==> src/pkg/qrm_pkg.sv <==
// Constants, states and carrier types for the locked queue removal engine
package qrm_pkg;
  // Register bus geometry and answers
  localparam int          QRM_AW          = 8;
  localparam logic [1:0]  QRM_RESP_OKAY   = 2'h0;
  localparam logic [1:0]  QRM_RESP_SLVERR = 2'h2;
  // Register byte offsets
  localparam logic [7:0]  QRM_OFS_CTRL    = 8'h00;
  localparam logic [7:0]  QRM_OFS_HDR     = 8'h04;
  localparam logic [7:0]  QRM_OFS_DST     = 8'h08;
  localparam logic [7:0]  QRM_OFS_STAT    = 8'h0C;
  localparam logic [7:0]  QRM_OFS_RESULT  = 8'h10;
  localparam logic [7:0]  QRM_OFS_IRQ_ST  = 8'h14;
  localparam logic [7:0]  QRM_OFS_IRQ_MSK = 8'h18;
  // Control fields: go bit and opcode byte
  localparam int          QRM_CTRL_GO     = 0;
  localparam int          QRM_OPC_LSB     = 8;
  localparam logic [7:0]  QRM_OPC_HEAD    = 8'h5E;
  localparam logic [7:0]  QRM_OPC_TAIL    = 8'h5F;
  // Status fields
  localparam int          QRM_ST_BUSY     = 0;
  localparam int          QRM_ST_TAIL     = 1;
  localparam int          QRM_ST_CC_LSB   = 4;
  localparam int          QRM_ST_RSVD     = 8;
  localparam int          QRM_ST_MMF      = 9;
  // Interrupt status and mask layout
  localparam int          QRM_IRQ_W       = 3;
  localparam int          QRM_IRQ_DONE    = 0;
  localparam int          QRM_IRQ_RSVD    = 1;
  localparam int          QRM_IRQ_MMF     = 2;
  // Queue layout
  localparam logic [31:0] QRM_BLINK_OFS   = 32'h0000_0004;
  localparam logic [31:0] QRM_ZERO        = 32'h0000_0000;
  localparam logic [31:0] QRM_SEC_LOCK    = 32'h0000_0001;

  // Sequencer states
  typedef enum logic [3:0] {
    QRM_IDLE = 4'h0, QRM_LRD  = 4'h1, QRM_LWR  = 4'h2, QRM_RDB  = 4'h3,
    QRM_RDE  = 4'h4, QRM_PRB  = 4'h5, QRM_PRS  = 4'h6, QRM_WLNK = 4'h7,
    QRM_WDST = 4'h8, QRM_WBLK = 4'h9, QRM_WHDR = 4'hA, QRM_REL  = 4'hB,
    QRM_DONE = 4'hC
  } qrm_state_t;

  // One memory request to the shared memory
  typedef struct packed {
    logic        valid;
    logic        write;
    logic        lock;
    logic        probe;
    logic [31:0] addr;
    logic [31:0] wdata;
  } qrm_mem_req_t;

  // Condition codes
  typedef struct packed {
    logic n;
    logic z;
    logic v;
    logic c;
  } qrm_cc_t;
endpackage : qrm_pkg

==> src/hdl/qrm_engine.sv <==
// Locked queue removal engine with an AXI4-Lite register slave
`timescale 1ns/1ps
`default_nettype none
module qrm_engine
  import qrm_pkg::*;
(
  // Clock and reset
  input  wire logic               i_core_clk,
  input  wire logic               i_nrst,
  // AXI4-Lite slave
  input  wire logic               i_s_axi_awvalid,
  output logic                    o_s_axi_awready,
  input  wire logic [QRM_AW-1:0]  i_s_axi_awaddr,
  input  wire logic               i_s_axi_wvalid,
  output logic                    o_s_axi_wready,
  input  wire logic [31:0]        i_s_axi_wdata,
  input  wire logic [3:0]         i_s_axi_wstrb,
  output logic                    o_s_axi_bvalid,
  input  wire logic               i_s_axi_bready,
  output logic [1:0]              o_s_axi_bresp,
  input  wire logic               i_s_axi_arvalid,
  output logic                    o_s_axi_arready,
  input  wire logic [QRM_AW-1:0]  i_s_axi_araddr,
  output logic                    o_s_axi_rvalid,
  input  wire logic               i_s_axi_rready,
  output logic [31:0]             o_s_axi_rdata,
  output logic [1:0]              o_s_axi_rresp,
  // Shared memory port
  output qrm_mem_req_t            o_mem,
  input  wire logic               i_mem_ack,
  input  wire logic [31:0]        i_mem_rdata,
  input  wire logic               i_mem_deny,
  // Processor side
  output logic                    o_intr_hold,
  output logic                    o_irq
);

  qrm_state_t           st_reg, st_next;
  qrm_mem_req_t         req_next;
  qrm_cc_t              cc_reg;
  logic [31:0]          hdr_reg, dst_reg, tmp_reg, blink_reg, link_reg, result_reg;
  logic [31:0]          ent, nbr, new_link;
  logic                 tail_reg, rsvd_reg, mmf_reg, set_rsvd, set_mmf, start;
  logic [QRM_IRQ_W-1:0] irq_st_reg, irq_msk_reg, irq_ev;
  logic [QRM_AW-1:0]    awaddr_reg;
  logic [31:0]          wdata_reg;
  logic                 aw_held, w_held, wr_fire;
  logic [7:0]           wr_opc;

  // Entry under removal and its neighbour on the far side
  assign ent      = tail_reg ? hdr_reg + blink_reg : hdr_reg + tmp_reg;
  assign nbr      = ent + link_reg;
  assign new_link = tail_reg ? blink_reg + link_reg : tmp_reg + link_reg;

  // Write channel capture; address and data may come in either order
  assign wr_fire = aw_held && w_held && !o_s_axi_bvalid;
  assign wr_opc  = wdata_reg[QRM_OPC_LSB +: 8];
  assign start   = wr_fire && awaddr_reg == QRM_OFS_CTRL && wdata_reg[QRM_CTRL_GO]
                   && (wr_opc == QRM_OPC_HEAD || wr_opc == QRM_OPC_TAIL) && st_reg == QRM_IDLE;

  always_ff @(posedge i_core_clk or negedge i_nrst) begin
    if (!i_nrst) begin
      aw_held         <= 1'b0;
      w_held          <= 1'b0;
      awaddr_reg      <= '0;
      wdata_reg       <= QRM_ZERO;
      o_s_axi_awready <= 1'b1;
      o_s_axi_wready  <= 1'b1;
      o_s_axi_bvalid  <= 1'b0;
      o_s_axi_bresp   <= QRM_RESP_OKAY;
    end else begin
      if (i_s_axi_awvalid && o_s_axi_awready) begin
        aw_held         <= 1'b1;
        awaddr_reg      <= i_s_axi_awaddr;
        o_s_axi_awready <= 1'b0;
      end
      if (i_s_axi_wvalid && o_s_axi_wready) begin
        w_held         <= 1'b1;
        wdata_reg      <= i_s_axi_wdata;
        o_s_axi_wready <= 1'b0;
      end
      if (wr_fire) begin
        o_s_axi_bvalid <= 1'b1;
        o_s_axi_bresp  <= (awaddr_reg <= QRM_OFS_IRQ_MSK && awaddr_reg[1:0] == 2'h0
                           && awaddr_reg != QRM_OFS_STAT && awaddr_reg != QRM_OFS_RESULT)
                          ? QRM_RESP_OKAY : QRM_RESP_SLVERR;
      end
      if (o_s_axi_bvalid && i_s_axi_bready) begin
        o_s_axi_bvalid  <= 1'b0;
        aw_held         <= 1'b0;
        w_held          <= 1'b0;
        o_s_axi_awready <= 1'b1;
        o_s_axi_wready  <= 1'b1;
      end
    end
  end

  // Operand registers; header and destination frozen while a removal runs so the walk sees stable addresses, mask writable at any time
  always_ff @(posedge i_core_clk or negedge i_nrst) begin
    if (!i_nrst) begin
      hdr_reg     <= QRM_ZERO;
      dst_reg     <= QRM_ZERO;
      irq_msk_reg <= '0;
    end else if (wr_fire && i_s_axi_wstrb == 4'hF) begin
      if (awaddr_reg == QRM_OFS_HDR && st_reg == QRM_IDLE) hdr_reg <= wdata_reg;
      if (awaddr_reg == QRM_OFS_DST && st_reg == QRM_IDLE) dst_reg <= wdata_reg;
      if (awaddr_reg == QRM_OFS_IRQ_MSK) irq_msk_reg <= wdata_reg[QRM_IRQ_W-1:0];
    end
  end

  // Read channel; one read at a time, answered the cycle after the address
  always_ff @(posedge i_core_clk or negedge i_nrst) begin
    if (!i_nrst) begin
      o_s_axi_arready <= 1'b1;
      o_s_axi_rvalid  <= 1'b0;
      o_s_axi_rdata   <= QRM_ZERO;
      o_s_axi_rresp   <= QRM_RESP_OKAY;
    end else if (i_s_axi_arvalid && o_s_axi_arready) begin
      o_s_axi_arready <= 1'b0;
      o_s_axi_rvalid  <= 1'b1;
      o_s_axi_rresp   <= QRM_RESP_OKAY;
      unique case (i_s_axi_araddr)
        QRM_OFS_CTRL:    o_s_axi_rdata <= QRM_ZERO;
        QRM_OFS_HDR:     o_s_axi_rdata <= hdr_reg;
        QRM_OFS_DST:     o_s_axi_rdata <= dst_reg;
        QRM_OFS_STAT: begin
          o_s_axi_rdata                          <= QRM_ZERO;
          o_s_axi_rdata[QRM_ST_BUSY]             <= st_reg != QRM_IDLE;
          o_s_axi_rdata[QRM_ST_TAIL]             <= tail_reg;
          o_s_axi_rdata[QRM_ST_CC_LSB +: 4]      <= cc_reg;
          o_s_axi_rdata[QRM_ST_RSVD]             <= rsvd_reg;
          o_s_axi_rdata[QRM_ST_MMF]              <= mmf_reg;
        end
        QRM_OFS_RESULT:  o_s_axi_rdata <= result_reg;
        QRM_OFS_IRQ_ST:  o_s_axi_rdata <= {29'h0, irq_st_reg};
        QRM_OFS_IRQ_MSK: o_s_axi_rdata <= {29'h0, irq_msk_reg};
        default: begin
          o_s_axi_rdata <= QRM_ZERO;
          o_s_axi_rresp <= QRM_RESP_SLVERR;
        end
      endcase
    end else if (o_s_axi_rvalid && i_s_axi_rready) begin
      o_s_axi_rvalid  <= 1'b0;
      o_s_axi_arready <= 1'b1;
    end
  end

  // Next state; decisions on a memory state are taken at its acknowledge
  always_comb begin
    st_next  = st_reg;
    set_rsvd = 1'b0;
    set_mmf  = 1'b0;
    unique case (st_reg)
      QRM_IDLE: if (start) begin
        if (hdr_reg[2:0] != 3'h0 || hdr_reg == dst_reg) begin
          set_rsvd = 1'b1;
          st_next  = QRM_DONE;
        end else st_next = QRM_LRD;
      end
      QRM_LRD:  if (i_mem_ack) st_next = QRM_LWR;
      QRM_LWR:  if (i_mem_ack) begin
        if (tmp_reg[0]) st_next = QRM_DONE;
        else if (tmp_reg[2:1] != 2'h0) begin
          set_rsvd = 1'b1;
          st_next  = QRM_DONE;
        end else st_next = tail_reg ? QRM_RDB : (tmp_reg == QRM_ZERO ? QRM_PRB : QRM_RDE);
      end
      QRM_RDB:  if (i_mem_ack) begin
        if (i_mem_rdata[2:0] != 3'h0) begin
          set_rsvd = 1'b1;
          st_next  = QRM_REL;
        end else st_next = (tmp_reg == QRM_ZERO) ? QRM_PRB : QRM_RDE;
      end
      QRM_RDE:  if (i_mem_ack) begin
        if (i_mem_rdata[2:0] != 3'h0) begin
          set_rsvd = 1'b1;
          st_next  = QRM_REL;
        end else st_next = QRM_PRB;
      end
      QRM_PRB, QRM_PRS: if (i_mem_ack) begin
        if (i_mem_deny) begin
          set_mmf = 1'b1;
          st_next = QRM_REL;
        end else if (st_reg == QRM_PRS) st_next = QRM_WLNK;
        else st_next = (tmp_reg == QRM_ZERO) ? QRM_WDST : QRM_PRS;
      end
      QRM_WLNK: if (i_mem_ack) st_next = QRM_WDST;
      QRM_WDST: if (i_mem_ack) st_next = tail_reg ? QRM_WBLK : QRM_WHDR;
      QRM_WBLK: if (i_mem_ack) st_next = QRM_WHDR;
      QRM_WHDR, QRM_REL: if (i_mem_ack) st_next = QRM_DONE;
      QRM_DONE: st_next = QRM_IDLE;
      default:  st_next = QRM_IDLE;
    endcase
  end

  // Memory request for the current state
  always_comb begin
    req_next       = '0;
    req_next.valid = 1'b1;
    unique case (st_reg)
      QRM_LRD: begin
        req_next.lock = 1'b1;
        req_next.addr = hdr_reg;
      end
      QRM_LWR: begin
        req_next.lock  = 1'b1;
        req_next.write = 1'b1;
        req_next.addr  = hdr_reg;
        req_next.wdata = (tmp_reg[0] || tmp_reg[2:1] != 2'h0)
                         ? tmp_reg : (tmp_reg | QRM_SEC_LOCK);
      end
      QRM_RDB:  req_next.addr = hdr_reg + QRM_BLINK_OFS;
      QRM_RDE:  req_next.addr = tail_reg ? ent + QRM_BLINK_OFS : ent;
      QRM_PRB: begin
        req_next.probe = 1'b1;
        req_next.write = 1'b1;
        req_next.addr  = dst_reg;
      end
      QRM_PRS: begin
        req_next.probe = 1'b1;
        req_next.write = 1'b1;
        req_next.addr  = tail_reg ? nbr : nbr + QRM_BLINK_OFS;
      end
      QRM_WLNK: begin
        req_next.write = 1'b1;
        req_next.addr  = tail_reg ? nbr : nbr + QRM_BLINK_OFS;
        req_next.wdata = hdr_reg - nbr;
      end
      QRM_WDST: begin
        req_next.write = 1'b1;
        req_next.addr  = dst_reg;
        req_next.wdata = ent;
      end
      QRM_WBLK: begin
        req_next.write = 1'b1;
        req_next.addr  = hdr_reg + QRM_BLINK_OFS;
        req_next.wdata = new_link;
      end
      QRM_WHDR: begin
        req_next.write = 1'b1;
        req_next.addr  = hdr_reg;
        // Tail with the header as predecessor: the link write already zeroed it
        req_next.wdata = tail_reg ? ((nbr == hdr_reg) ? QRM_ZERO : tmp_reg)
                                  : new_link;
      end
      QRM_REL: begin
        req_next.write = 1'b1;
        req_next.addr  = hdr_reg;
        req_next.wdata = tmp_reg;
      end
      default: req_next = '0;
    endcase
  end

  // Sequencer; each memory state issues once, then waits for its acknowledge
  always_ff @(posedge i_core_clk or negedge i_nrst) begin
    if (!i_nrst) begin
      st_reg    <= QRM_IDLE;
      o_mem     <= '0;
      tail_reg  <= 1'b0;
      tmp_reg   <= QRM_ZERO;
      blink_reg <= QRM_ZERO;
      link_reg  <= QRM_ZERO;
    end else begin
      if (start) begin
        tail_reg  <= wr_opc == QRM_OPC_TAIL;
        blink_reg <= QRM_ZERO;
        link_reg  <= QRM_ZERO;
      end
      if (st_reg == QRM_IDLE || st_reg == QRM_DONE) st_reg <= st_next;
      else if (!o_mem.valid) o_mem <= req_next;
      else if (i_mem_ack) begin
        o_mem.valid <= 1'b0;
        st_reg      <= st_next;
        if (st_reg == QRM_LRD) tmp_reg <= i_mem_rdata;
        if (st_reg == QRM_RDB) blink_reg <= i_mem_rdata;
        if (st_reg == QRM_RDE) link_reg <= i_mem_rdata;
      end
    end
  end

  // Outcome: fault flags, result and condition codes
  always_ff @(posedge i_core_clk or negedge i_nrst) begin
    if (!i_nrst) begin
      rsvd_reg   <= 1'b0;
      mmf_reg    <= 1'b0;
      cc_reg     <= '0;
      result_reg <= QRM_ZERO;
    end else begin
      if (start) begin
        rsvd_reg <= 1'b0;
        mmf_reg  <= 1'b0;
      end
      if (set_rsvd) rsvd_reg <= 1'b1;
      if (set_mmf) mmf_reg <= 1'b1;
      if (st_reg == QRM_WDST && i_mem_ack) result_reg <= ent;
      // Faults leave the codes alone; the instruction is backed up
      if (st_reg == QRM_DONE && !rsvd_reg && !mmf_reg) begin
        if (tmp_reg[0]) cc_reg <= '{n: 1'b0, z: 1'b0, v: 1'b1, c: 1'b1};
        else cc_reg <= '{n: 1'b0, z: new_link == QRM_ZERO,
                         v: tmp_reg == QRM_ZERO, c: 1'b0};
      end
    end
  end

  // Interrupt status: set wins over a same-cycle write-one clear
  assign irq_ev = (st_reg == QRM_DONE) ? {mmf_reg, rsvd_reg, 1'b1} : '0;
  always_ff @(posedge i_core_clk or negedge i_nrst) begin
    if (!i_nrst) begin
      irq_st_reg  <= '0;
      o_irq       <= 1'b0;
      o_intr_hold <= 1'b0;
    end else begin
      irq_st_reg <= (irq_st_reg & ~((wr_fire && awaddr_reg == QRM_OFS_IRQ_ST)
                    ? wdata_reg[QRM_IRQ_W-1:0] : '0)) | irq_ev;
      o_irq      <= |(irq_st_reg & irq_msk_reg);
      // Held from start to completion so the update is never split
      o_intr_hold <= start || (st_reg != QRM_IDLE && st_reg != QRM_DONE);
    end
  end

  // Checks
  chk_lock_header: assert property (@(posedge i_core_clk) disable iff (!i_nrst)
    o_mem.valid && o_mem.lock |-> o_mem.addr == hdr_reg && hdr_reg[2:0] == 3'h0)
    else $error("locked access not at aligned header");
  chk_busy_back: assert property (@(posedge i_core_clk) disable iff (!i_nrst)
    st_reg == QRM_LWR && o_mem.valid && tmp_reg[0] && i_mem_ack
    |-> o_mem.wdata == tmp_reg ##1 st_reg == QRM_DONE ##1 cc_reg == 4'h3)
    else $error("busy header not written back unchanged");
  chk_set_second: assert property (@(posedge i_core_clk) disable iff (!i_nrst)
    st_reg == QRM_LWR && o_mem.valid && tmp_reg[2:0] == 3'h0
    |-> o_mem.wdata == (tmp_reg | QRM_SEC_LOCK) && o_mem.lock && o_mem.write)
    else $error("secondary lock not set on write back");
  chk_deny_release: assert property (@(posedge i_core_clk) disable iff (!i_nrst)
    o_mem.valid && o_mem.probe && i_mem_ack && i_mem_deny
    |=> st_reg == QRM_REL ##1 (o_mem.valid && o_mem.wdata == tmp_reg))
    else $error("denied probe not followed by release");
  chk_dst_first: assert property (@(posedge i_core_clk) disable iff (!i_nrst)
    st_reg == QRM_WDST && i_mem_ack |=> st_reg == QRM_WHDR || st_reg == QRM_WBLK)
    else $error("header released before destination write");
  chk_head_entry: assert property (@(posedge i_core_clk) disable iff (!i_nrst)
    st_reg == QRM_RDE && o_mem.valid && !tail_reg |-> o_mem.addr == hdr_reg + tmp_reg)
    else $error("head removal reads wrong entry");
  chk_tail_entry: assert property (@(posedge i_core_clk) disable iff (!i_nrst)
    st_reg == QRM_RDE && o_mem.valid && tail_reg
    |-> o_mem.addr == hdr_reg + blink_reg + QRM_BLINK_OFS)
    else $error("tail removal reads wrong entry");
  chk_rsvd_align: assert property (@(posedge i_core_clk) disable iff (!i_nrst)
    start && hdr_reg[2:0] != 3'h0 |=> st_reg == QRM_DONE && !o_mem.valid ##1 rsvd_reg)
    else $error("misaligned header not refused");
  chk_irq_hold: assert property (@(posedge i_core_clk) disable iff (!i_nrst)
    st_reg != QRM_IDLE && st_reg != QRM_DONE |=> o_intr_hold)
    else $error("interrupts not held during update");
  chk_v_empty: assert property (@(posedge i_core_clk) disable iff (!i_nrst)
    st_reg == QRM_DONE && !rsvd_reg && !mmf_reg |=> cc_reg.v == (tmp_reg == QRM_ZERO
    || tmp_reg[0]) && !cc_reg.n)
    else $error("V does not match removal outcome");

endmodule : qrm_engine
`default_nettype wire

==> config.mk <==
export PLATFORM = sky130hd
export DESIGN_NAME = qrm_engine
export DESIGN_NICKNAME = d
export VERILOG_FILES = /design/src/pkg/qrm_pkg.sv /design/src/hdl/qrm_engine.sv
export SDC_FILE = /design/constraint.sdc
export NUM_CORES = 1
export LEC_CHECK = 0
export ABC_AREA = 1
export ABC_CLOCK_PERIOD_IN_PS = 7920
export CAP_MARGIN = 40
export CORE_ASPECT_RATIO = 2
export CORE_UTILIZATION = 24
export CTS_BUF_LIST = sky130_fd_sc_hd__clkbuf_8
export CTS_CLUSTER_DIAMETER = 120
export DETAILED_ROUTE_END_ITERATION = 16
export DONT_BUFFER_PORTS = 1
export RECOVER_POWER = 25
export SYNTH_ARGS = -nofsm -noshare
export SYNTH_HDL_FRONTEND = slang
export SYNTH_SLANG_ARGS = --single-unit
==> constraint.sdc <==
create_clock -name i_core_clk -period 7.92 [get_ports i_core_clk]
set_input_delay 1.584 -clock i_core_clk [delete_from_list [all_inputs] [get_ports i_core_clk]]
set_output_delay 1.584 -clock i_core_clk [all_outputs]
set_load 0.005 [all_outputs]
; Yosys cells after proc, flatten, opt, wreduce, memory -nomap -nowiden
; Cells that the tools add are included.
[word_totals]
out_inout_bits = 111
inputBits = 93
regBits = 362
[op_classes]
muxes = 84
magnitude_cmp = 1
n_eq_ne = 30
add_sub_neg = 9
n_reduce_logical = 66
bitwise_logic = 6
[op_table]
columns = op, n
row1 = two-way mux 32 bit, 16
row2 = one-hot mux 32 bit (6 select lines), 2
row3 = adder 32 bit, 5
row4 = one-hot mux 32 bit (5 select lines), 1
row5 = "adder 32 x 3 -> 32 bit, second input constant", 3
row6 = two-way mux 4 bit, 22
row7 = equality test 32 bit, 2
row8 = logical NOT 32 bit, 2
row9 = "equality test 8 x 5 -> 1 bit, second input constant", 5
row10 = one-hot mux 4 bit (10 select lines), 1
row11 = two-way mux 1 bit, 35
row12 = subtractor 32 bit, 1
row13 = "equality test 4 bit, second input constant", 6
row14 = "equality test 8 x 4 -> 1 bit, second input constant", 3
row15 = logical AND 1 bit, 22
row16 = nonzero test 2 bit, 9
row17 = "equality test 4 x 3 -> 1 bit, second input constant", 4
row18 = "equality test 8 x 3 -> 1 bit, second input constant", 2
row19 = "equality test 8 x 7 -> 1 bit, second input constant", 2
row20 = logical NOT 8 bit, 2
row21 = OR reduction 2 bit, 7
row22 = OR reduction 11 bit, 1
row23 = AND reduction 2 bit, 5
row24 = two-way mux 3 bit, 3
row25 = 23 further kinds, 35

; Logic depth before layout (Yosys ltp)
[depth]
word_depth = 11
ltp_mapped = 47

; Least setup slack after synthesis
; No wires, ideal clock.
[synth_timing]
kind = reg2reg
from = register tail_reg
to = register o_mem[28] (netlist name)
arrival_time_ps = 5472
stages_incl_launch_ff = 43
setup_ps = 117
path_buffers = 3
slack_ps = 2332
cell_sequence = dfrtp_1 > buf_2 > buf_1 > clkbuf_1 > nand2_1 > o21ai_0 > ha_1 > inv_1 > fa_1 > inv_1 > nand3_1 > nand3_2 > nand2_1 > nand2_1 > nand2_1 > nand2_1 > nand2_1 > nand2_1 > (+7 left out) > nor2_1 > nand2_1 > nand4_1 > nand2_1 > ha_1 > nand2_1 > nor4_1 > nand3_1 > nand3_1 > nand2_1 > o21ai_0 > nand2_1 > nand2_1 > nand2_1 > nand3_1 > nand3b_1 > nand2_1 > nand2_1
[synth_between]
elab_chain_len = 6
word_cells_on_any_way = 8
cone_classes = add/sub: 2 / eq/ne: 1 / mux: 5
[synth_lines]
columns = element, line
row1 = from (decl), qrm_engine.sv:43  ; logic tail_reg, rsvd_reg, mmf_reg, set_rsvd, set_mmf, start;
row2 = from (signal assigned), qrm_engine.sv:260  ; tail_reg <= 1'b0;
row3 = from (signal assigned), qrm_engine.sv:266  ; tail_reg <= wr_opc == QRM_OPC_TAIL;
row4 = two-way mux 32 bit *, qrm_engine.sv:51  ; assign ent = tail_reg ? hdr_reg + blink_reg : hdr_reg + tmp_reg;
row5 = via ent[20], qrm_engine.sv:42  ; logic [31:0] ent, nbr, new_link;
row6 = adder 32 bit *, qrm_engine.sv:52  ; assign nbr = ent + link_reg;
row7 = "parallel branches: the longest is 3 deep, another holds subtractor 32 bit", -
row8 = one-hot mux 32 bit (6 select lines) *, qrm_engine.sv:200  ; unique case (st_reg)
row9 = to (signal assigned), qrm_engine.sv:271  ; else if (!o_mem.valid) o_mem <= req_next;
row10 = to (decl), qrm_engine.sv:29  ; output qrm_mem_req_t o_mem,
; Mark *: on every way through the listed nets, which the timed path passes.
; A chain may end at the register's enable or synchronous reset.

; Worst setup path after layout
[layout_timing]
from = register tail_reg
to = register o_mem[26] (netlist name)
; The elaborated chain is that of the path after synthesis.

==> metrics.txt <==
Setup CP Type=flip-flop to flip-flop; CP max-delay cell=nor2_1; CTS H-tree lvls=2; setup TNS=0 ns; die area=roughly 120000 µm²; CP most frequent cell=nand2_1; Clock Latency Late Sink=approximately 0.76 ns; post-CTS setup buffer count=0; most common cell after layout, fill and taps aside=nand2_1; Die Ht=roughly 480 µm; DR vias/cell=a little over 5; minimum clock period=around 7.4 ns; FF-to-FF path depth=36; CTS buffer count=56; nets@finish=~4600; Data arrival, critical path=approximately 8 ns; drt total wl=156400 µm; # setup viols final=0; met1 Use GR=around 23%; Port Buffers=0; Final GP Congestion=slightly above 1; Initial DRC Count=~2400; layout cells sized above 1=around a tenth; crit-path max cell delay=0.63 ns; Worst setup SP type=flip-flop; Worst Hold Depth=2; R2R setup slack=about 0.51 ns; Seq/Total Area, Yosys=around 32%; First-pass DRT Iterations=7; # hold bufs at CTS=0; Slew Limit Headroom=-79.11%; VDD IR max=roughly 0.00023 V; Primary FF master, synth=dfrtp_1; Seq cells post-synth=around 360; Max Fanout on Critical Path=31; largest cells by area after synthesis=dfrtp_1, nand2_1, o21ai_0; Post-synth EDFFs=0; most frequent cells in the layout=nand2_1, inv_1, o21ai_0; Biggest register=o_mem; synthesized cell area=~28000 µm²; Seq pwr share=~25%; MaxCap Viol Count=0; Final Slew Violations=230; RSZ-0062 raised after global routing=no; core area=~120000 µm²; Synth area leader=dfrtp_1; pin count of the biggest net entering global routing=360; Leak=approximately 16 nW; clock tree buffer depth=3; Die X-Extent=243.0 µm; Root Buffer=clkbuf_8; vias post-DR=approximately 30000; Top Ports=204; reg-to-reg startpoint=tail_reg; DP Worst Slack=0.6196 ns; Yosys cell types=66; combinational share of power=roughly three fifths; outcome=complete, but fails checks; Hold Path Origin=awaddr_reg[7]; Sink Count=359; ANT nets after route=0; Int Power=approximately 5.4 mW; CP required=between 8 and 9 ns; Fin. Hold Viols=0; Hold Path End=awaddr_reg[7]; Area Growth Syn to Fin=15.28%; Worst Hold Class=flip-flop to flip-flop; post-synth top area share=about a third; Synth Warn #=0; Site Rows=between 150 and 200; skew final=slightly below 0.06 ns; Synth Instances=roughly 4200; PD cells=368.4 nW/µm²; clock power share=15.5%; syn_area_per_cell=~6.6 µm²; dpl cells=slightly below 6000; post_cts resized=0; drt drc=0; final std cells w/o fill=around 6000; CTS tree=built; FF-to-FF End=o_mem[26]; ys async rst share=100.0%; GR met3 Demand/Resource=around 3.3%; global-route wire length before repair=219200 µm; Tot GR Track Use=26.32%; period utilization=~94%; CP endpoint kind=flip-flop; Final Util=27.91%; initial core utilization=around 24%; max reg flops=roughly 70; FMAX=135.0 MHz; hpwl dp=about 130000 µm; fill count=about 13000; WL per Instance=26.37 µm; vias in the first global route=31070; Sw Share=between 50% and 60%; Min Hold Slack=0.4844 ns; failing checks=slew limit; gr ovfl total=0; Switching Power=~6.4 mW; worst-margin pin slew=around 2.7 ns; M2 GR Usage=approximately 51%; initial antenna violation count=5; Final WS setup=~0.51 ns; Clock transition at path regs=around 0.07 ns; busiest grt layer=met2
==> cell type report <==
class | count | area, µm² | area share (%)
tap | 1513 | 1893 | 5.889
clock buffer | 70 | 963.4 | 2.997
antenna | 5 | 12.51 | 0.03892
clock inverter | 35 | 290.3 | 0.9030
sequential | 359 | 8989 | 27.96
multi-input combinational | 3157 | 16220 | 50.47
inverter | 597 | 2243 | 6.979
timing repair buffer | 194 | 1530 | 4.760
==> power groups by stage <==
| stage | registers (mW) | clock network, mW | logic, mW |
|---|---|---|---|
| floorplan | 2.71 | 0 | 4.00 |
| global route | 3.01 | 1.95 | 7.62 |
| global placement | 2.97 | 0 | 6.85 |
| CTS | 2.95 | 1.89 | 6.94 |
| finish | 2.94 | 1.84 | 7.06 |
| detailed placement | 2.98 | 0 | 6.91 |
==> worst max-delay path by stage <==
stage | startpoint | to | depth (start not counted)
final | tail_reg | o_mem[26] | 36
after global routing | tail_reg | o_mem[27] | 36
after CTS | tail_reg | o_mem[27] | 37
after detailed placement | tail_reg | o_mem[1] | 36
after global placement | tail_reg | o_mem[28] | 37
after floorplan | tail_reg | o_mem[28] | 42
==> routing by layer <==
metal	wire, µm	vias up
li1	-	14160
met1	48240	14220
met2	83610	1071
met3	6087	487
met4	18410	2
met5	15	-
==> critical path: cells and delay by family, from the launching register on <==
kind,cells,cell delay (ns)
buf+inv,7,1.10
simple gates,25,3.97
fa+ha+maj,3,1.24
flops,1,0.45
compound gates,1,0.41
==> metrics by stage <==
stage	instance area [µm²]	total power, mW
2_1_floorplan	27890	6.705
4_1_cts	32110	11.78
3_3_place_gp	30730	9.822
5_1_grt	32140	12.58
3_5_place_dp	30860	9.887
6_report	32150	11.84
==> synth_stat cells (5+ instances only) <==
master	instances
xor2_1	28
xnor2_1	37
o21bai_1	17
nand2_1	1272
nor4_1	16
buf_2	8
a221oi_1	20
or2_2	8
nand2_4	5
a31oi_1	8
a21o_1	9
inv_2	21
a21oi_1	172
o211ai_1	11
nor2_1	291
buf_4	5
a211oi_1	7
dfrtp_1	356
a21oi_2	5
nand2_2	32
and2_1	5
clkinv_1	6
o221ai_1	32
nor2_4	8
nor3_1	61
nor2_2	27
o22ai_1	30
clkbuf_1	108
o2111ai_1	7
o21ai_0	431
nand3_2	15
o21ai_1	19
inv_1	569
nand3b_1	31
ha_1	127
nand3_1	287
nand4_1	86
==> cells by family (layout without fill, tap and decap cells) <==
logic type	count (synthesis)	after routing	share of synthesized area (%)
fa+ha+maj	131	131	5.986
mux	1	1	0.03590
xor+xnor	68	68	2.217
buf+inv	722	896	9.854
flops	359	359	32.23
compound gates	791	791	15.92
simple gates	2164	2164	33.74
other cells	1	7	0.01345
Note: power is estimated with default switching activity, not from simulation.
